File: src/design/sad_cfg.svh
`ifndef SAD_CFG_SVH
`define SAD_CFG_SVH

// region bounds, inclusive byte addresses
`define SAD_FLASH_LO     32'h0000_0000
`define SAD_FLASH_HI     32'h0001_FFFF
`define SAD_SRAM_LO      32'h2000_0000
`define SAD_SRAM_HI      32'h2000_3FFF
`define SAD_GCR_LO       32'h5000_0000
`define SAD_GCR_HI       32'h5000_01FF
`define SAD_CLK_LO       32'h5000_0200
`define SAD_CLK_HI       32'h5000_02FF
`define SAD_IMUX_LO      32'h5000_0300
`define SAD_IMUX_HI      32'h5000_03FF
`define SAD_GPIO_LO      32'h5000_4000
`define SAD_GPIO_HI      32'h5000_7FFF
`define SAD_DMA_LO       32'h5000_8000
`define SAD_DMA_HI       32'h5000_BFFF
`define SAD_FMC_LO       32'h5000_C000
`define SAD_FMC_HI       32'h5000_FFFF
`define SAD_EBUS_LO      32'h5001_0000
`define SAD_EBUS_HI      32'h5001_03FF
`define SAD_WDOG_LO      32'h4000_4000
`define SAD_WDOG_HI      32'h4000_7FFF
`define SAD_RTC_LO       32'h4000_8000
`define SAD_RTC_HI       32'h4000_BFFF
`define SAD_TMRL_LO      32'h4001_0000
`define SAD_TMRL_HI      32'h4001_3FFF
`define SAD_TWI0_LO      32'h4002_0000
`define SAD_TWI0_HI      32'h4002_3FFF
`define SAD_SPI0_LO      32'h4003_0000
`define SAD_SPI0_HI      32'h4003_3FFF
`define SAD_SPI1_LO      32'h4003_4000
`define SAD_SPI1_HI      32'h4003_7FFF
`define SAD_PWMA_LO      32'h4004_0000
`define SAD_PWMA_HI      32'h4004_3FFF
`define SAD_SER0_LO      32'h4005_0000
`define SAD_SER0_HI      32'h4005_3FFF
`define SAD_USB_LO       32'h4006_0000
`define SAD_USB_HI       32'h4006_3FFF
`define SAD_ADC_LO       32'h400E_0000
`define SAD_ADC_HI       32'h400E_FFFF
`define SAD_TMRH_LO      32'h4011_0000
`define SAD_TMRH_HI      32'h4011_3FFF
`define SAD_TWI1_LO      32'h4012_0000
`define SAD_TWI1_HI      32'h4012_3FFF
`define SAD_PWMB_LO      32'h4014_0000
`define SAD_PWMB_HI      32'h4014_3FFF
`define SAD_SER1_LO      32'h4015_0000
`define SAD_SER1_HI      32'h4015_3FFF
`define SAD_SER2_LO      32'h4015_4000
`define SAD_SER2_HI      32'h4015_7FFF
`define SAD_TICK_LO      32'hE000_E010
`define SAD_TICK_HI      32'hE000_E0FF
`define SAD_NIC_LO       32'hE000_E100
`define SAD_NIC_HI       32'hE000_ECFF

// reset-cause flag positions
`define SAD_CAUSE_POR    0
`define SAD_CAUSE_PIN    1
`define SAD_CAUSE_WDOG   2
`define SAD_CAUSE_LVR    3
`define SAD_CAUSE_BOD    4
`define SAD_CAUSE_CPU    5
`define SAD_CAUSE_SYS    6

// boot-select bit position in the isp control register, and its value after power-on
`define SAD_BOOT_SEL_POS 1
`define SAD_BOOT_SEL_RST 1'b0

// reset stretch, in mclk cycles, applied once any reset source is seen
`define SAD_RST_HOLD     8'h10

`endif

File: src/design/sad_pkg.sv
package sad_pkg;

   localparam int SAD_NREG = 29;
   localparam int SAD_NCAUSE = 7;

   typedef enum logic [4:0] {
      SAD_R_FLASH = 5'h00, SAD_R_SRAM  = 5'h01, SAD_R_GCR   = 5'h02,
      SAD_R_CLK   = 5'h03, SAD_R_IMUX  = 5'h04, SAD_R_GPIO  = 5'h05,
      SAD_R_DMA   = 5'h06, SAD_R_FMC   = 5'h07, SAD_R_EBUS  = 5'h08,
      SAD_R_WDOG  = 5'h09, SAD_R_RTC   = 5'h0A, SAD_R_TMRL  = 5'h0B,
      SAD_R_TWI0  = 5'h0C, SAD_R_SPI0  = 5'h0D, SAD_R_SPI1  = 5'h0E,
      SAD_R_PWMA  = 5'h0F, SAD_R_SER0  = 5'h10, SAD_R_USB   = 5'h11,
      SAD_R_ADC   = 5'h12, SAD_R_TMRH  = 5'h13, SAD_R_TWI1  = 5'h14,
      SAD_R_PWMB  = 5'h15, SAD_R_SER1  = 5'h16, SAD_R_SER2  = 5'h17,
      SAD_R_TICK  = 5'h18, SAD_R_NIC   = 5'h19, SAD_R_NONE  = 5'h1F
   } sad_region_t;

   // request from the bus master
   typedef struct packed {
      logic        valid;
      logic        write;
      logic [31:0] addr;
   } sad_req_t;

   // routing answer towards the slaves and the master
   typedef struct packed {
      logic [SAD_NREG-1:0] sel;
      sad_region_t         region;
      logic                err;
   } sad_route_t;

   // raw reset events, one-cycle or level
   typedef struct packed {
      logic sys;
      logic cpu;
      logic bod;
      logic lvr;
      logic wdog;
   } sad_rst_src_t;

   typedef enum logic [1:0] {
      SAD_RS_IDLE = 2'b00,
      SAD_RS_HOLD = 2'b01,
      SAD_RS_RUN  = 2'b10
   } sad_rst_state_t;

endpackage

File: src/design/sad_decode.sv
`timescale 1ns/1ps
`include "sad_cfg.svh"

module sad_decode (
   input  wire sad_pkg::sad_req_t   req,
   output sad_pkg::sad_route_t      route
);
   import sad_pkg::*;

   function automatic logic in_rng(input logic [31:0] a, input logic [31:0] lo,
                                   input logic [31:0] hi);
      in_rng = (a >= lo) && (a <= hi);
   endfunction

   logic [SAD_NREG-1:0] hit;

   always_comb begin
      hit = '0;
      hit[SAD_R_FLASH] = in_rng(req.addr, `SAD_FLASH_LO, `SAD_FLASH_HI);
      hit[SAD_R_SRAM]  = in_rng(req.addr, `SAD_SRAM_LO, `SAD_SRAM_HI);
      hit[SAD_R_GCR]   = in_rng(req.addr, `SAD_GCR_LO, `SAD_GCR_HI);
      hit[SAD_R_CLK]   = in_rng(req.addr, `SAD_CLK_LO, `SAD_CLK_HI);
      hit[SAD_R_IMUX]  = in_rng(req.addr, `SAD_IMUX_LO, `SAD_IMUX_HI);
      hit[SAD_R_GPIO]  = in_rng(req.addr, `SAD_GPIO_LO, `SAD_GPIO_HI);
      hit[SAD_R_DMA]   = in_rng(req.addr, `SAD_DMA_LO, `SAD_DMA_HI);
      hit[SAD_R_FMC]   = in_rng(req.addr, `SAD_FMC_LO, `SAD_FMC_HI);
      hit[SAD_R_EBUS]  = in_rng(req.addr, `SAD_EBUS_LO, `SAD_EBUS_HI);
      hit[SAD_R_WDOG]  = in_rng(req.addr, `SAD_WDOG_LO, `SAD_WDOG_HI);
      hit[SAD_R_RTC]   = in_rng(req.addr, `SAD_RTC_LO, `SAD_RTC_HI);
      hit[SAD_R_TMRL]  = in_rng(req.addr, `SAD_TMRL_LO, `SAD_TMRL_HI);
      hit[SAD_R_TWI0]  = in_rng(req.addr, `SAD_TWI0_LO, `SAD_TWI0_HI);
      hit[SAD_R_SPI0]  = in_rng(req.addr, `SAD_SPI0_LO, `SAD_SPI0_HI);
      hit[SAD_R_SPI1]  = in_rng(req.addr, `SAD_SPI1_LO, `SAD_SPI1_HI);
      hit[SAD_R_PWMA]  = in_rng(req.addr, `SAD_PWMA_LO, `SAD_PWMA_HI);
      hit[SAD_R_SER0]  = in_rng(req.addr, `SAD_SER0_LO, `SAD_SER0_HI);
      hit[SAD_R_USB]   = in_rng(req.addr, `SAD_USB_LO, `SAD_USB_HI);
      hit[SAD_R_ADC]   = in_rng(req.addr, `SAD_ADC_LO, `SAD_ADC_HI);
      hit[SAD_R_TMRH]  = in_rng(req.addr, `SAD_TMRH_LO, `SAD_TMRH_HI);
      hit[SAD_R_TWI1]  = in_rng(req.addr, `SAD_TWI1_LO, `SAD_TWI1_HI);
      hit[SAD_R_PWMB]  = in_rng(req.addr, `SAD_PWMB_LO, `SAD_PWMB_HI);
      hit[SAD_R_SER1]  = in_rng(req.addr, `SAD_SER1_LO, `SAD_SER1_HI);
      hit[SAD_R_SER2]  = in_rng(req.addr, `SAD_SER2_LO, `SAD_SER2_HI);
      hit[SAD_R_TICK]  = in_rng(req.addr, `SAD_TICK_LO, `SAD_TICK_HI);
      hit[SAD_R_NIC]   = in_rng(req.addr, `SAD_NIC_LO, `SAD_NIC_HI);
   end

   // regions do not overlap, so at most one hit bit is set
   always_comb begin
      route.sel    = req.valid ? hit : '0;
      route.region = SAD_R_NONE;
      for (int i = 0; i < SAD_NREG; i++) begin
         if (hit[i]) begin
            route.region = sad_region_t'(5'(i));
         end
      end
      route.err = req.valid && (hit == '0);
   end

endmodule

File: src/design/sad_reset_ctrl.sv
`timescale 1ns/1ps
`include "sad_cfg.svh"

module sad_reset_ctrl (
   input  wire logic                  mclk,
   input  wire logic                  rst,
   input  wire logic                  external_reset_pin_low,
   input  wire sad_pkg::sad_rst_src_t src,
   output logic                       chip_reset,
   output logic                       pin_event,
   output logic                       sys_event
);
   import sad_pkg::*;

   typedef struct packed {
      sad_rst_state_t st;
      logic [7:0]     cnt;
      logic           pin_seen;
   } sad_rc_st_t;

   sad_rc_st_t r;
   sad_rc_st_t next_r;
   logic       any_src;

   // pin low level alone is enough to hold the chip in reset
   assign any_src = !external_reset_pin_low || (|src);

   always_comb begin
      next_r = r;
      unique case (r.st)
         SAD_RS_IDLE: begin
            next_r.st  = SAD_RS_HOLD;
            next_r.cnt = `SAD_RST_HOLD;
         end
         SAD_RS_HOLD: begin
            if (any_src) begin
               next_r.cnt = `SAD_RST_HOLD;
            end else if (r.cnt == 8'h00) begin
               next_r.st = SAD_RS_RUN;
            end else begin
               next_r.cnt = r.cnt - 8'h01;
            end
         end
         SAD_RS_RUN: begin
            if (any_src) begin
               next_r.st  = SAD_RS_HOLD;
               next_r.cnt = `SAD_RST_HOLD;
            end
         end
         default: begin
            next_r.st = SAD_RS_HOLD;
         end
      endcase
      next_r.pin_seen = !external_reset_pin_low;
   end

   always_ff @(posedge mclk or posedge rst) begin
      if (rst) begin
         r <= '{st: SAD_RS_IDLE, cnt: 8'h00, pin_seen: 1'b0};
      end else begin
         r <= next_r;
      end
   end

   assign chip_reset = (r.st != SAD_RS_RUN);
   assign pin_event  = !external_reset_pin_low && !r.pin_seen;
   // only the system request itself counts as a system reset cause
   assign sys_event  = (r.st == SAD_RS_RUN) && src.sys;

endmodule

File: src/design/sad_system_manager.sv
`timescale 1ns/1ps
`include "sad_cfg.svh"

// Summary of operation
// - flash region 0x0000_0000..0x0001_FFFF selected.
// - sram region 0x2000_0000..0x2000_3FFF selected.
// - global control block 0x5000_0000..0x5000_01FF selected.
// - clock control and interrupt mux blocks selected at their windows.
// - pin controller and dma engine blocks selected at their windows.
// - flash controller registers 0x5000_C000..0x5000_FFFF selected.
// - external bus controller 0x5001_0000..0x5001_03FF selected.
// - watchdog 0x4000_4000..0x4000_7FFF selected.
// - real-time clock 0x4000_8000..0x4000_BFFF selected.
// - low timer pair and first two-wire port selected.
// - both serial peripheral ports selected at their windows.
// - pulse group a, first uart, usb device 16 KB windows selected.
// - converter registers 0x400E_0000..0x400E_FFFF selected.
// - second peripheral bus windows selected: timers, two-wire, pulse, uarts.
// - system tick and interrupt controller windows selected.
// - full 32-bit byte address space, little-endian lanes only.
// - one readable flag per reset cause, seven causes.
// - external pin held low resets the chip.
// - power-on reset returns the whole chip to initial state; system reset keeps cause flags, oscillator and boot-select.
// - system reset keeps oscillator and boot-select; power-on clears them.

module sad_system_manager (
   input  wire logic                  mclk,
   input  wire logic                  rst,
   input  wire sad_pkg::sad_req_t     req,
   input  wire logic [3:0]            req_byte_en,
   input  wire logic [31:0]           req_wdata,
   output sad_pkg::sad_route_t        route,
   output logic                       resp_ready,
   output logic                       resp_err,
   output logic [31:0]                slv_wdata,
   output logic [3:0]                 slv_byte_en,
   input  wire logic                  external_reset_pin_low,
   input  wire sad_pkg::sad_rst_src_t rst_src,
   input  wire logic [6:0]            cause_clear,
   input  wire logic                  boot_select_wr,
   input  wire logic                  boot_select_wdata,
   input  wire logic                  xtal_enable_wr,
   input  wire logic                  xtal_enable_wdata,
   output logic [6:0]                 reset_cause_flags,
   output logic                       boot_select_bit,
   output logic                       xtal_enable,
   output logic                       chip_reset
);
   import sad_pkg::*;

   // ------------------------------------------------------------
   // state
   // ------------------------------------------------------------
   typedef struct packed {
      logic [SAD_NCAUSE-1:0] cause;
      logic                  boot_sel;
      logic                  xtal;
      logic                  err;
      logic [31:0]           wdata;
      logic [3:0]            be;
   } sad_sm_st_t;

   sad_sm_st_t r;
   sad_sm_st_t next_r;

   sad_route_t dec;
   logic       pin_event;
   logic       sys_event;
   logic [SAD_NCAUSE-1:0] set_vec;

   // ------------------------------------------------------------
   // address decode
   // ------------------------------------------------------------
   sad_decode u_decode (
      .req   (req),
      .route (dec)
   );

   // the full 32-bit address is compared, so no region aliases
   assign route      = chip_reset ? sad_route_t'{sel: '0, region: SAD_R_NONE, err: 1'b0} : dec;
   assign resp_ready = 1'b1;
   assign resp_err   = r.err;

   // ------------------------------------------------------------
   // reset merging
   // ------------------------------------------------------------
   sad_reset_ctrl u_reset (
      .mclk                   (mclk),
      .rst                    (rst),
      .external_reset_pin_low (external_reset_pin_low),
      .src                    (rst_src),
      .chip_reset             (chip_reset),
      .pin_event              (pin_event),
      .sys_event              (sys_event)
   );

   always_comb begin
      set_vec                  = '0;
      set_vec[`SAD_CAUSE_PIN]  = pin_event;
      set_vec[`SAD_CAUSE_WDOG] = rst_src.wdog;
      set_vec[`SAD_CAUSE_LVR]  = rst_src.lvr;
      set_vec[`SAD_CAUSE_BOD]  = rst_src.bod;
      set_vec[`SAD_CAUSE_CPU]  = rst_src.cpu;
      set_vec[`SAD_CAUSE_SYS]  = rst_src.sys;
   end

   // ------------------------------------------------------------
   // next state
   // ------------------------------------------------------------
   always_comb begin
      next_r = r;
      // set wins over a clear arriving in the same cycle
      next_r.cause = (r.cause & ~cause_clear) | set_vec;
      // error is flagged the cycle after an unmapped request
      next_r.err   = dec.err && !chip_reset;
      // little-endian: byte lane n carries addr offset n unchanged
      if (req.valid && req.write) begin
         next_r.wdata = req_wdata;
         next_r.be    = req_byte_en;
      end
      if (!chip_reset) begin
         if (boot_select_wr) begin
            next_r.boot_sel = boot_select_wdata;
         end
         if (xtal_enable_wr) begin
            next_r.xtal = xtal_enable_wdata;
         end
      end
      // boot-select and crystal are left alone by a system reset
      if (chip_reset) begin
         next_r.wdata = 32'h0000_0000;
         next_r.be    = 4'h0;
      end
      if (sys_event) begin
         next_r.cause[`SAD_CAUSE_SYS] = 1'b1;
      end
   end

   // ------------------------------------------------------------
   // registers
   // ------------------------------------------------------------
   // only power-on clears boot-select and crystal; it sets the flags to 7'h01, power-on cause only
   always_ff @(posedge mclk or posedge rst) begin
      if (rst) begin
         r.cause    <= 7'h01;
         r.boot_sel <= `SAD_BOOT_SEL_RST;
         r.xtal     <= 1'b0;
         r.err      <= 1'b0;
         r.wdata    <= 32'h0000_0000;
         r.be       <= 4'h0;
      end else begin
         r <= next_r;
      end
   end

   assign reset_cause_flags = r.cause;
   assign boot_select_bit   = r.boot_sel;
   assign xtal_enable       = r.xtal;
   assign slv_wdata         = r.wdata;
   assign slv_byte_en       = r.be;

endmodule

File: config.mk
export PLATFORM = sky130hd
export DESIGN_NAME = sad_system_manager
export DESIGN_NICKNAME = d
export VERILOG_FILES = /design/src/design/sad_pkg.sv /design/src/design/sad_decode.sv /design/src/design/sad_reset_ctrl.sv /design/src/design/sad_system_manager.sv
export VERILOG_INCLUDE_DIRS = /design/src /design/src/design
export SDC_FILE = /design/constraint.sdc
export NUM_CORES = 1
export LEC_CHECK = 0
export BUFFER_PORTS_ARGS = -buffer_cell sky130_fd_sc_hd__buf_2
export CAP_MARGIN = 10
export CORE_UTILIZATION = 40
export CTS_CLUSTER_SIZE = 28
export DETAILED_ROUTE_END_ITERATION = 16
export GPL_TIMING_DRIVEN = 0
export HOLD_SLACK_MARGIN = 0.06
export PLACE_DENSITY = 0.73
export REMOVE_ABC_BUFFERS = 1
export SETUP_SLACK_MARGIN = 0.02
export SLEW_MARGIN = 0
export SYNTH_ARGS = -nofsm -noshare
export SYNTH_HDL_FRONTEND = slang
export SYNTH_SLANG_ARGS = --single-unit
File: constraint.sdc
create_clock -name mclk -period 5.9 [get_ports mclk]
set_clock_uncertainty 0.1 [all_clocks]
set_input_delay 0.295 -clock mclk [delete_from_list [all_inputs] [get_ports mclk]]
set_output_delay 0.295 -clock mclk [all_outputs]
set_load 0.02 [all_outputs]
# Yosys cells after proc, flatten, opt, wreduce, memory -nomap -nowiden
# Cells that the tools add are included.
dict set report word_totals {
  output_inout_bits 83
  word_cells 156
  inputBits 89
  register_bits 57
}
dict set report op_classes {
  bitwise 4
  n_reduce_logical 45
  addsub 1
  eq_ne 7
  magnitude_cmp 52
  n_mux 38
}
# cell n
set op_table {}
lappend op_table {{$ge 32x31->1 const B} 22}
lappend op_table {{$le 32x31->1 const B} 22}
lappend op_table {{$mux 5} 26}
lappend op_table {{$mux 36} 2}
lappend op_table {{$ge 32x32->1 const B} 2}
lappend op_table {{$le 32x32->1 const B} 2}
lappend op_table {{$mux 35} 1}
lappend op_table {{$ge 32x1->1 const B} 1}
lappend op_table {{$ge 32x30->1 const B} 1}
lappend op_table {{$le 32x17->1 const B} 1}
lappend op_table {{$le 32x30->1 const B} 1}
lappend op_table {{$logic_and 1x1->1} 31}
lappend op_table {{$logic_not 29->1} 1}
lappend op_table {{$mux 26} 1}
lappend op_table {{$pmux 8 s3} 1}
lappend op_table {{$mux 8} 2}
lappend op_table {{$mux 10} 1}
lappend op_table {{$logic_not 8->1} 1}
lappend op_table {{$sub 8x1->8 const B} 1}
lappend op_table {{$and 7x7->7} 1}
lappend op_table {{$not 7->7} 1}
lappend op_table {{$or 7x7->7} 1}
lappend op_table {{$reduce_and 3->1} 2}
lappend op_table {{$reduce_or 5->1} 1}
lappend op_table {{other kinds (15)} 21}

# Longest topological paths before layout
dict set report logic_depth {
  ltp_word 29
  ltp_mapped 9
  ltp_nobuf 8
}

# Modules after synthesis
# From an unflattened synthesis, not the netlist that was laid out.
dict set report hier_totals {
  hier_cells 491
  hier_area_um2 4300.4
}
# mod instances cells_per_inst area_per_inst_um2
set modules_own_cells {}
lappend modules_own_cells {sad_system_manager 1 235 2519.9}
lappend modules_own_cells {sad_decode 1 184 1117.3}
lappend modules_own_cells {sad_reset_ctrl 1 72 663.1}

# Worst setup path after synthesis
# No wires, ideal clock.
dict set report synth_timing {
  path_kind {input -> output}
  startpoint {input req[22] (netlist bit)}
  endpoint {output route[19] (netlist bit)}
  t_required_ps 5505
  slack_ps 3469
  path_stages 4
  arrival_ps 2036
  path_cell_list {nor4_4 -> nand2_1 -> or3_2 -> nor4_1}
}
# item line_no
set synth_rtl {}
lappend synth_rtl {{start, declared} sad_system_manager.sv:29} ;# input wire sad_pkg::sad_req_t req,
lappend synth_rtl {{end, declared} sad_system_manager.sv:32} ;# output sad_pkg::sad_route_t route,

==> results_dict.tcl <==
set metrics [dict create \
    synthCells 342 \
    initial_utilization 0.414 \
    io_pins 172 \
    grt_pass1_vias 3390 \
    setup_ws_ns 2.82 \
    dieArea_mm2 0.00836 \
    synthTopCellsByArea "dfrtp_1, a22o_1, nor2_1" \
    fin_crit_sh 0.522 \
    startpoint "req[25]" \
    cts_num_sinks 57 \
    regArea_mm2 0.00143 \
    async_flop_share 1.00 \
    fill_cells 692 \
    relSlewSlack 0.365 \
    grt_max_degree 40 \
    drv_cap 0 \
    portBuffers 163 \
    hold_viol_final 0 \
    multiInputGateArea_mm2 0.00160 \
    hold_slack_ns 0.0809 \
    die_x_um 91.4 \
    syn_area_mm2 0.00320 \
    dpl_worst_slack_ns 2.88 \
    tns_ns 0 \
    yosysTopAreaCellShare 0.438 \
    regToRegStartpoint "u_reset.r[1]" \
    synth_edf_count 0 \
    seq_area_frac_synth 0.446 \
    max-clock-path-buffers 2 \
    coreArea_mm2 0.00773 \
    drt_first_pass_iters 5 \
    setup_viol 0 \
    final_area_mm2 0.00441 \
    total_leakage_power_nw 2.22 \
    wl_mm 10.3 \
    start_kind "primary input" \
    holdBufCountCts 8 \
    fin_util 0.571 \
    critPathCaptureType "output pin" \
    min_path_type "primary input to flip-flop" \
    place_area_mm2 0.00405 \
    cts_buffers 9 \
    drt_iter0_drc 172 \
    min_to "slv_byte_en[0]" \
    final_cell_mix "buf_2, dfrtp_1, a22o_1" \
    overflow 0 \
    drive_gt1_frac 0.385 \
    antenna_found_initial 0 \
    synth.distinct_cells 58 \
    clockRootBuffer "clkbuf_8" \
    grt_pass1_wl_mm 16.2 \
    arrival_ns 2.68 \
    reg2reg_slack_ns 3.35 \
    dpl.cell_count 589 \
    num_rows 32 \
    gr-usage-all-layers 0.247 \
    synth_area_per_cell_um2 9.35 \
    ff2ff_path_depth 8 \
    routabilityCongestion 0.987 \
    vias 3476 \
    clk_latency_ns 0.33 \
    worstMarginPinSlew_ns 0.950 \
    min_from "req_byte_en[0]" \
    hold-path-cell-count 2 \
    finalMaxSlewViolations 0 \
    final_common_cell "buf_2" \
    r2r_end "u_reset.r[8]" \
    critical_path_class "primary input to output pin" \
    ys_ff_latch 57 \
    hpwl_mm 7.72 \
    rsz0062_at_grt "false" \
    fmax_mhz 325 \
    syn2layout_area_growth_pct 37.9 \
    fin_nets 597 \
    clk_pin_slew_ns 0.06 \
    finalPower_mw 0.939 \
    yosys_warnings 0 \
    cp_max_fo 9 \
    cts_setup_buffers 0 \
    yosys.area.top_type "dfrtp_1" \
    via_per_inst 5.66 \
    tritoncts "done" \
    ir_drop_mv 0.104 \
    ys.flop_type "dfrtp_1" \
    h-tree-depth 3 \
    outcome "completed" \
    cts_resized 0 \
    drc 0 \
    n_antenna_cell 0 \
    required_ns 5.51 \
    ant_nets 0 \
    layout.cells.non_filler 614 \
    p_per_area_mw_per_mm2 213 \
    wl_per_cell_um 16.8 \
    die_h_um 91.4 \
    min_period_ns 3.08 \
]
[layer usage]
layer	routed length (um)	vias to the layer above	global-route usage
met3	908	34	0.0410
li1	-	1606	-
met1	4130	1595	0.292
met4	357	0	0.143
met5	0	-	0
met2	4950	241	0.422
[report_power, final]
group          total [mW]  switching, mW  internal, mW
combinational      0.0923         0.0548        0.0375
sequential          0.397        0.00199         0.395
clock               0.450          0.146         0.304
total               0.939          0.203         0.737
[registers in the layout, indices dropped and copies added, names as in the netlist]
signal             count
boot_select_bit        1
reset_cause_flags      7
resp_err               1
slv_byte_en            4
slv_wdata             32
u_reset.r             11
xtal_enable            1
[worst max path at each step]
stage,endpoint,cells past startpoint
3_3_place_gp,slv_wdata[2],4
2_1_floorplan,slv_byte_en[0],4
3_5_place_dp,route[0],7
6_report,route[0],7
5_1_grt,route[0],7
4_1_cts,route[13],5
[logic make-up after synthesis]
group                      Yosys count  synth area share
xor gates and xnor gates             1           0.00274
DFF                                 57             0.446
muxes                                2           0.00704
and+or+nand+nor                    157             0.277
adders and majority gates            1           0.00391
other                                2           0.00235
AOI/OAI and AO/OA                   86             0.203
buffers and inverters               36            0.0579
[cell usage after synthesis (2+ instances only)]
master / n
a21o_1: 8
a21oi_1: 9
a22o_1: 36
a31oi_1: 5
and2_1: 4
and3_1: 2
and4_1: 2
buf_2: 2
buf_4: 5
clkbuf_1: 9
clkbuf_8: 2
conb_1: 2
dfrtp_1: 56
inv_1: 15
mux2_2: 2
nand2_1: 28
nand2b_1: 4
nand3_1: 9
nand4_1: 6
nand4b_1: 3
nor2_1: 35
nor2b_1: 2
nor3_1: 16
nor3b_1: 4
nor4_1: 19
nor4_4: 2
nor4b_1: 3
o21ai_0: 13
o22ai_1: 2
o31ai_1: 2
o32ai_1: 2
or2_2: 2
or2b_1: 2
or3_1: 2
or3_2: 2
or4_1: 3
[critical path, stage by stage]
cell and delay [ns]:
buf_2 0.11, nor4_4 0.56, nand3_2 0.34, nor4_1 0.74
nor4_1 0.19, and3b_1 0.27, buf_2 0.18
[final cells by class]
type	count	share of cell area
flip-flops and latches	57	0.324
repair buffers	173	0.213
clock buffers	12	0.0352
well taps	102	0.0289
clock inverters	4	0.0224
multi-input cells	251	0.364
inverters	15	0.0128
No activity file was read; power rests on OpenSTA's default activity.
